### config.mk
export PLATFORM = sky130hd
export DESIGN_NAME = osc_startup_select
export DESIGN_NICKNAME = d
export VERILOG_FILES = /design/src/hdl/clock_startup_pkg.sv /design/src/hdl/osc_prescale.sv /design/src/hdl/osc_startup_select.sv
export SDC_FILE = /design/constraint.sdc
export NUM_CORES = 1
export LEC_CHECK = 0
export BUFFER_PORTS_ARGS = -buffer_cell sky130_fd_sc_hd__buf_2
export CAP_MARGIN = 20
export CORE_ASPECT_RATIO = 0.9
export CORE_UTILIZATION = 55
export CTS_BUF_LIST = sky130_fd_sc_hd__clkbuf_2 sky130_fd_sc_hd__clkbuf_4 sky130_fd_sc_hd__clkbuf_8
export CTS_CLUSTER_DIAMETER = 40
export DETAILED_ROUTE_END_ITERATION = 7
export PLACE_DENSITY = 0.81
export SYNTH_ARGS = -nofsm -noshare
export SYNTH_HDL_FRONTEND = slang
export SYNTH_SLANG_ARGS = --single-unit
### constraint.sdc
create_clock -name core_clk_i -period 3.9 [get_ports core_clk_i]
set_input_delay 0.39 -clock core_clk_i [delete_from_list [all_inputs] [get_ports core_clk_i]]
set_output_delay 0.39 -clock core_clk_i [all_outputs]
set_load 0.05 [all_outputs]
### src/hdl/clock_startup_pkg.sv
// Constants, field layouts and carrier types for the oscillator start-up selector.
package clock_startup_pkg;
   // ==========================================================================
   // Clock source and start-up encodings
   // ==========================================================================
   localparam logic [3:0] SRC_RC_OSC = 4'h2;
   localparam logic [3:0] SRC_LP_OSC = 4'h3;
   localparam logic [1:0] SUT_14CK = 2'h0;
   localparam logic [1:0] SUT_4MS = 2'h1;
   localparam logic [1:0] SUT_65MS = 2'h2;
   localparam logic [1:0] SUT_RESERVED = 2'h3;
   localparam logic [3:0] SHIPPED_SRC = SRC_RC_OSC;
   localparam logic [1:0] SHIPPED_SUT = SUT_65MS;

   // ==========================================================================
   // Timing
   // ==========================================================================
   localparam int unsigned CNT_W = 21;
   localparam logic [CNT_W-1:0] WAKE_CK = 21'h000006;
   localparam logic [CNT_W-1:0] RESET_CK = 21'h00000E;
   localparam logic [CNT_W-1:0] SYNC_FILL = 21'h000002;
   localparam logic [2:0] DIV_LAST = 3'h7;
   localparam int unsigned CLK_PERIOD_NS = 50;
   localparam int unsigned T_4MS_NS = 4100000;
   localparam int unsigned T_65MS_NS = 65000000;
   localparam int unsigned T_4MS_CYCLES = (T_4MS_NS + CLK_PERIOD_NS - 1) / CLK_PERIOD_NS;
   localparam int unsigned T_65MS_CYCLES = (T_65MS_NS + CLK_PERIOD_NS - 1) / CLK_PERIOD_NS;

   // ==========================================================================
   // Register map
   // ==========================================================================
   localparam logic [3:0] ADDR_CLKSEL = 4'h0;
   localparam logic [3:0] ADDR_STATUS = 4'h1;
   localparam int unsigned SRC_LSB = 0;
   localparam int unsigned SUT_LSB = 4;
   localparam int unsigned APPLY_BIT = 7;
   localparam int unsigned DIV_BIT = 6;
   localparam int unsigned RUN_BIT = 7;

   typedef struct packed {
      logic [3:0] src;
      logic [1:0] startup_fuse_code;
   } clk_sel_t;

   typedef struct packed {
      logic [3:0] addr;
      logic [7:0] wdata;
      logic wr;
      logic rd;
   } reg_req_t;

   typedef struct packed {
      logic [3:0] src;
      logic [1:0] startup_fuse_code;
      logic div8;
      logic rst_pin_dis;
   } fuse_t;
endpackage : clock_startup_pkg

### src/hdl/osc_prescale.sv
// Optional divide-by-eight prescaler on the selected oscillator tick.
`timescale 1ns/1ps
`default_nettype none
module osc_prescale
   import clock_startup_pkg::*;
(
   input wire logic core_clk_i,
   input wire logic reset_i,
   input wire logic en_i,
   input wire logic tick_i,
   input wire logic div8_i,
   output logic tick_o
);
   logic [2:0] div_cnt_ff;
   logic tick_ff;
   wire logic wrap = (div_cnt_ff == DIV_LAST);
   wire logic [2:0] nxt_div_cnt = wrap ? 3'h0 : div_cnt_ff + 3'h1;

   always_ff @(posedge core_clk_i) begin
      if (reset_i) begin
         div_cnt_ff <= 3'h0;
         tick_ff <= 1'b0;
      end else if (en_i) begin
         if (tick_i) begin
            div_cnt_ff <= nxt_div_cnt;
         end
         tick_ff <= tick_i && (!div8_i || wrap);
      end
   end

   assign tick_o = tick_ff;
endmodule : osc_prescale
`default_nettype wire

### src/hdl/osc_startup_select.sv
// Oscillator selection, start-up delay sequencing and clock gating.
`timescale 1ns/1ps
`default_nettype none
module osc_startup_select
   import clock_startup_pkg::*;
#(
   parameter int unsigned DELAY_4MS_CYCLES = T_4MS_CYCLES,
   parameter int unsigned DELAY_65MS_CYCLES = T_65MS_CYCLES
) (
   input wire logic core_clk_i,
   input wire logic reset_i,
   input wire logic en_i,
   input wire logic rc_osc_tick_i,
   input wire logic lp_osc_tick_i,
   input wire fuse_t fuse_i,
   input wire logic sleep_req_i,
   input wire logic wake_i,
   input wire reg_req_t req_i,
   output logic [7:0] rdata_o,
   output logic rc_osc_en_o,
   output logic lp_osc_en_o,
   output logic sys_clk_en_o,
   output logic sys_tick_o,
   output clk_sel_t active_sel_o
);
   // ==========================================================================
   // Validation helpers
   // ==========================================================================
   function automatic logic src_ok(input logic [3:0] src);
      src_ok = (src == SRC_RC_OSC) || (src == SRC_LP_OSC);
   endfunction : src_ok

   function automatic logic sut_ok(input logic [1:0] startup_fuse_code, input logic rst_dis);
      sut_ok = (startup_fuse_code != SUT_RESERVED) && !((startup_fuse_code == SUT_14CK) && rst_dis);
   endfunction : sut_ok

   // ==========================================================================
   // Pin synchronisers
   // ==========================================================================
   localparam int unsigned NPIN = 10;
   wire logic [NPIN-1:0] pin_raw = {rc_osc_tick_i, lp_osc_tick_i, fuse_i};
   logic [NPIN-1:0] meta_ff;
   logic [NPIN-1:0] sync_ff;

   genvar g;
   generate
      for (g = 0; g < NPIN; g = g + 1) begin : g_sync
         always_ff @(posedge core_clk_i) begin
            if (reset_i) begin
               meta_ff[g] <= 1'b0;
               sync_ff[g] <= 1'b0;
            end else if (en_i) begin
               meta_ff[g] <= pin_raw[g];
               sync_ff[g] <= meta_ff[g];
            end
         end
      end
   endgenerate

   localparam int unsigned RC_PIN = 9;
   localparam int unsigned LP_PIN = 8;
   localparam int unsigned FUSE_W = 8;
   wire fuse_t fuse_s = sync_ff[FUSE_W-1:0];
   wire logic rc_lvl = sync_ff[RC_PIN];
   wire logic lp_lvl = sync_ff[LP_PIN];
   logic rc_old_ff;
   logic lp_old_ff;
   wire logic rc_tick = rc_lvl && !rc_old_ff;
   wire logic lp_tick = lp_lvl && !lp_old_ff;

   // ==========================================================================
   // State
   // ==========================================================================
   typedef enum logic [2:0] {
      ST_LOAD,
      ST_WAIT_MS,
      ST_WAIT_CK,
      ST_RUN,
      ST_SLEEP,
      ST_WAKE
   } state_t;

   state_t state_ff;
   state_t nxt_state;
   logic [CNT_W-1:0] cnt_ff;
   logic [CNT_W-1:0] nxt_cnt;
   clk_sel_t active_ff;
   clk_sel_t nxt_active;
   clk_sel_t regsel_ff;
   clk_sel_t nxt_regsel;
   logic div8_ff;
   logic [7:0] rdata_ff;

   localparam logic [CNT_W-1:0] LIM_4MS = CNT_W'(DELAY_4MS_CYCLES - 1);
   localparam logic [CNT_W-1:0] LIM_65MS = CNT_W'(DELAY_65MS_CYCLES - 1);

   // Fuse copy with invalid codes replaced by the delivery defaults.
   wire logic [3:0] fuse_src = src_ok(fuse_s.src) ? fuse_s.src : SHIPPED_SRC;
   wire logic [1:0] fuse_sut =
      sut_ok(fuse_s.startup_fuse_code, fuse_s.rst_pin_dis) ? fuse_s.startup_fuse_code : SHIPPED_SUT;
   wire clk_sel_t fuse_sel = '{src: fuse_src, startup_fuse_code: fuse_sut};

   // Selected oscillator tick; the clock-count and wake delays count oscillator cycles, the ms delay counts core clock cycles.
   wire logic sel_is_lp = (active_ff.src == SRC_LP_OSC);
   wire logic osc_tick = sel_is_lp ? lp_tick : rc_tick;
   wire logic ms_done =
      (active_ff.startup_fuse_code == SUT_4MS) ? (cnt_ff >= LIM_4MS) : (cnt_ff >= LIM_65MS);
   wire logic ck_done = osc_tick && (cnt_ff == RESET_CK - 21'h1);
   wire logic wake_done = osc_tick && (cnt_ff == WAKE_CK - 21'h1);

   // ==========================================================================
   // Register bus decode
   // ==========================================================================
   wire logic hit_clksel = (req_i.addr == ADDR_CLKSEL);
   wire logic hit_status = (req_i.addr == ADDR_STATUS);
   wire logic wr_clksel = req_i.wr && hit_clksel;
   wire logic [3:0] wr_src = req_i.wdata[SRC_LSB +: 4];
   wire logic [1:0] wr_sut = req_i.wdata[SUT_LSB +: 2];
   wire logic apply = wr_clksel && req_i.wdata[APPLY_BIT] && (state_ff == ST_RUN);
   wire logic [7:0] rd_clksel = {2'h0, regsel_ff.startup_fuse_code, regsel_ff.src};
   wire logic [7:0] rd_status =
      {(state_ff == ST_RUN), div8_ff, active_ff.startup_fuse_code, active_ff.src};
   logic [7:0] rd_mux;

   // Unmapped addresses read as zero so software can probe the map safely.
   always_comb begin
      if (hit_clksel) begin
         rd_mux = rd_clksel;
      end else if (hit_status) begin
         rd_mux = rd_status;
      end else begin
         rd_mux = 8'h00;
      end
   end

   // Refused codes leave the stored field unchanged.
   always_comb begin
      nxt_regsel = regsel_ff;
      if (wr_clksel) begin
         if (src_ok(wr_src)) begin
            nxt_regsel.src = wr_src;
         end
         if (sut_ok(wr_sut, fuse_s.rst_pin_dis)) begin
            nxt_regsel.startup_fuse_code = wr_sut;
         end
      end
   end

   // ==========================================================================
   // Start-up sequencer
   // ==========================================================================
   always_comb begin
      nxt_state = state_ff;
      nxt_cnt = cnt_ff;
      nxt_active = active_ff;
      case (state_ff)
         ST_LOAD: begin
            // Wait for the fuse synchronisers to fill before trusting them.
            nxt_cnt = cnt_ff + 21'h1;
            if (cnt_ff == SYNC_FILL) begin
               nxt_active = fuse_sel;
               nxt_cnt = '0;
               nxt_state = (fuse_sut == SUT_14CK) ? ST_WAIT_CK : ST_WAIT_MS;
            end
         end
         ST_WAIT_MS: begin
            nxt_cnt = cnt_ff + 21'h1;
            if (ms_done) begin
               nxt_cnt = '0;
               nxt_state = ST_WAIT_CK;
            end
         end
         ST_WAIT_CK: begin
            if (osc_tick) begin
               nxt_cnt = cnt_ff + 21'h1;
            end
            if (ck_done) begin
               nxt_cnt = '0;
               nxt_state = ST_RUN;
            end
         end
         ST_RUN: begin
            if (apply) begin
               // A run-time switch replays the reset delay of the new code.
               nxt_active = nxt_regsel;
               nxt_cnt = '0;
               nxt_state = (nxt_regsel.startup_fuse_code == SUT_14CK) ? ST_WAIT_CK : ST_WAIT_MS;
            end else if (sleep_req_i) begin
               nxt_state = ST_SLEEP;
            end
         end
         ST_SLEEP: begin
            nxt_cnt = '0;
            if (wake_i) begin
               nxt_state = ST_WAKE;
            end
         end
         ST_WAKE: begin
            if (osc_tick) begin
               nxt_cnt = cnt_ff + 21'h1;
            end
            if (wake_done) begin
               nxt_cnt = '0;
               nxt_state = ST_RUN;
            end
         end
         default: begin
            nxt_state = ST_LOAD;
            nxt_cnt = '0;
         end
      endcase
   end

   // ==========================================================================
   // Registers
   // ==========================================================================
   always_ff @(posedge core_clk_i) begin
      if (reset_i) begin
         state_ff <= ST_LOAD;
         cnt_ff <= '0;
      end else if (en_i) begin
         state_ff <= nxt_state;
         cnt_ff <= nxt_cnt;
      end
   end

   // Both copies start at the delivery defaults; only the active copy takes the fuse values once they are trusted.
   always_ff @(posedge core_clk_i) begin
      if (reset_i) begin
         active_ff <= '{src: SHIPPED_SRC, startup_fuse_code: SHIPPED_SUT};
         regsel_ff <= '{src: SHIPPED_SRC, startup_fuse_code: SHIPPED_SUT};
      end else if (en_i) begin
         active_ff <= nxt_active;
         regsel_ff <= nxt_regsel;
      end
   end

   // The old levels reset low, the idle level of a stopped oscillator pin.
   always_ff @(posedge core_clk_i) begin
      if (reset_i) begin
         rc_old_ff <= 1'b0;
         lp_old_ff <= 1'b0;
      end else if (en_i) begin
         rc_old_ff <= rc_lvl;
         lp_old_ff <= lp_lvl;
      end
   end

   always_ff @(posedge core_clk_i) begin
      if (reset_i) begin
         div8_ff <= 1'b0;
         rdata_ff <= 8'h00;
      end else if (en_i) begin
         if (state_ff == ST_LOAD) begin
            div8_ff <= fuse_s.div8;
         end
         if (req_i.rd) begin
            rdata_ff <= rd_mux;
         end
      end
   end

   // ==========================================================================
   // Outputs
   // ==========================================================================
   wire logic run = (state_ff == ST_RUN);
   wire logic osc_on = (state_ff != ST_SLEEP) && (state_ff != ST_LOAD);
   wire logic pre_tick;

   osc_prescale u_prescale (
      .core_clk_i(core_clk_i),
      .reset_i(reset_i),
      .en_i(en_i),
      .tick_i(osc_tick && run),
      .div8_i(div8_ff),
      .tick_o(pre_tick)
   );

   // The oscillator is stopped in sleep and restarted before the wake count.
   assign rc_osc_en_o = osc_on && !sel_is_lp;
   assign lp_osc_en_o = osc_on && sel_is_lp;
   assign sys_clk_en_o = run;
   assign sys_tick_o = pre_tick && run;
   assign active_sel_o = active_ff;
   assign rdata_o = rdata_ff;
endmodule : osc_startup_select
`default_nettype wire

==> results.txt <==
Setup skew after layout: 0.0114 ns
Sequential cell area fraction in the yosys report: 0.383
Top FF cell, synth: sky130_fd_sc_hd__dfxtp_1
Syn_nets: 479
Total DRC errors in the routed layout: 0
Pin count of the biggest net entering global routing: 48
Clock transition at the registers of the reported paths: 0.08 ns
Hold violation total from the final report: 0
Most frequent cells in the layout: sky130_fd_sc_hd__dfxtp_1, sky130_fd_sc_hd__nor2_1, sky130_fd_sc_hd__buf_2, sky130_fd_sc_hd__nand2_1, sky130_fd_sc_hd__mux2i_1
Count of cells resized by post-cts repair: 0
Most common library cell in the layout ignoring fill and taps: sky130_fd_sc_hd__dfxtp_1
# Max-Cap Violations: 0
Post-DR vias/cell: 5.90
Number of nets in the final layout: 515
Critical path type: flip-flop to flip-flop
Count of different cell masters after synthesis: 65
Wire length of the first global-routing pass: 13700 µm
Synth warn: 0
Number of rows in the core area: 28
Number of global-route vias before repair: 2996
H-tree depth reported by CTS: 3
Instance count of the mapped netlist: 445
Ratio of cells with drive above 1 in the final layout: 0.163
Wirelength per Cell: 14.7 µm
Global-route usage over all layers: 0.254
Type of the worst min-delay path: input port to flip-flop
Endpoint required time on the critical path: 4.19 ns
Worst hold slack: 0.267 ns
Synthesized-area fraction occupied by and/or/nand/nor cells: 0.293
Total inserted antenna cells: 0
Syn-to-layout area delta: 12.2%
Critical Path End Type: flip-flop
Number of detailed-route iterations in the first pass: 5
Maximum clock frequency: 375 MHz
Final cycle utilization of the critical path: 0.684
Unrepaired setup endpoints after global routing: false
Max-slew violation count: 0
Cell breakdown of the critical path: ha_1 -> and3_1 -> a211o_1 -> a311oi_2 -> a21oi_4 -> a31oi_4 -> a21boi_0 -> o22a_1
Die ar.: 7090 µm²
Post-synth EDFFs: 0
Number of buffers inserted for hold repair after clock tree synthesis: 0
Yosys reg bits: 71
Design Power: 1.95 mW
Cell at the slowest stage of the critical path: sky130_fd_sc_hd__a31oi_4
Clk_lat worst skew: 0.36 ns
Critical Path Source Type: flip-flop
Remaining antenna violation count after routing: 0
Number of antenna violations at the first check in global routing: 0
Dominant combinational cell family by area after synthesis: simple AND/OR/NAND/NOR gates
Area of the mapped netlist: 3710 µm²
Detailed placer's ending HPWL: 6030 µm
Bufs on Longest Clock Path: 2
Data arrival time of the critical path: 2.96 ns
# Post-CTS Setup Buffers: 0
Share of synthesized area spent on multiplexers: 0.0862
Initial drt markers: 228
Share of flip-flops with an asynchronous set or reset after synthesis: 0
Total negative setup slack: 0 ns
Area fraction in compound gates after synthesis: 0.182
TritonCTS buffer count: 9
Mean instance size in the synthesized netlist: 8.35 µm²
PwrDens: 468 nW/µm²
Maximum VDD drop: 0.314 mV
Worst slew margin relative to its limit: 0.418
Final setup vio count: 0
Routed wire length: 8440 µm
CTS tree: built
Vias: 3398
Status: complete, no violations
Clock root buffer: sky130_fd_sc_hd__clkbuf_8
Fill cell count: 585
Input/output buffers: 45
Die Width: 88.6 µm
Sink Count: 71
Floorplan Core Area: 6550 µm²
Max stage delay on crit path: 0.54 ns
Ports: 47
Final instance area: 4170 µm²
Global route overflow: 0
Worst-margin pin slew: 0.866 ns
Placed Area: 3960 µm²
Placer's final routability congestion estimate: 0.881
Pleak: 1.71 nW
Die H: 80.0 µm
Maximum net fanout on the critical path: 18
Arithmetic-cell share of the synthesized area counting full adders, half adders and majority gates: 0.0168
Effective utilization at floorplan: 0.567
Minimum clock period: 2.67 ns
Synth Area in XOR/XNOR: 0
## registers in the layout (all words and copies together) (netlist names)
register,cells
active_sel_o,6
cnt_ff,21
div8_ff,1
fuse_s,8
lp_lvl,1
lp_old_ff,1
meta_ff,10
rc_lvl,1
rc_old_ff,1
rd_clksel,6
rdata_o,8
state_ff,3
u_prescale.div_cnt_ff,3
u_prescale.tick_o,1
## synthesized netlist by cell type, drive strengths merged (3+ instances only)
library cell | number | area share
nor3 | 10 | 0.013
or3 | 8 | 0.015
nor4 | 5 | 0.014
inv | 11 | 0.011
nand2b | 7 | 0.012
and2 | 9 | 0.015
nand2 | 41 | 0.041
a21oi | 29 | 0.043
o21ai | 9 | 0.012
mux2i | 32 | 0.086
a22oi | 3 | 0.0061
a32oi | 3 | 0.0071
or2 | 3 | 0.0051
buf | 6 | 0.012
nand4b | 3 | 0.0071
nor2b | 6 | 0.010
a31oi | 4 | 0.011
a21o | 3 | 0.0061
clkbuf | 16 | 0.016
and3 | 4 | 0.0067
nand4 | 5 | 0.0084
ha | 5 | 0.017
nor2 | 67 | 0.068
dfxtp | 71 | 0.38
o311ai | 3 | 0.0071
o211ai | 13 | 0.026
and4 | 3 | 0.0071
nand3 | 32 | 0.044
## metal layers
metal  up-vias  GRT usage  routed length [µm]
met4         0     0.0839                  93
met1      1612      0.330                4000
met5         -          0                   0
met2        87      0.411                3940
met3        10     0.0589                 410
li1       1689          -                   -
## cell families after synthesis
logic type,count (synthesis)
buffers and inverters,33
muxes,32
adders and majority gates,5
and+or+nand+nor,213
AOI/OAI and AO/OA,91
DFF,71
## layout make-up
cell class / count / area (µm²) / area share
inverter: 11 / 41.3 / 0.00991
sequential: 71 / 1420 / 0.341
tap: 90 / 113 / 0.0270
timing repair buffer: 47 / 240 / 0.0576
clock inverter: 6 / 67.6 / 0.0162
clock buffer: 10 / 138 / 0.0330
multi-input combinational: 341 / 2150 / 0.515
## report_power, final
group / internal, mW / switching, mW
sequential: 0.762 / 0.0564
clock: 0.315 / 0.289
combinational: 0.184 / 0.345
## worst max-delay path: cells and delay by family, from the launching register on
kind | cells | cell delay (ns)
AOI/OAI and AO/OA | 6 | 1.77
DFF | 1 | 0.37
adders and majority gates | 1 | 0.27
and+or+nand+nor | 1 | 0.19
## final timing paths
path / startpoint / endpoint / depth (start not counted) / slack [ns]
setup / recovery: cnt_ff[0] / cnt_ff[12] / 8 / 1.23
hold / removal: fuse_i[3] / meta_ff[3] / 3 / 0.27
setup reg to reg: cnt_ff[0] / cnt_ff[12] / 8 / 1.23
hold reg to reg: u_prescale.div_cnt_ff[1] / u_prescale.div_cnt_ff[1] / 2 / 0.46
## metrics by stage
| step | util | worst slack (ns) | instances |
|---|---|---|---|
| floorplan | - | 1.48 | 445 |
| global route | 0.636 | 1.07 | 576 |
| detailed placement | 0.605 | 1.30 | 560 |
| global placement | 0.605 | 1.37 | 560 |
| CTS | 0.636 | 1.26 | 576 |
| finish | 0.636 | 1.23 | 576 |
Note: power is estimated with default switching activity, not from simulation.
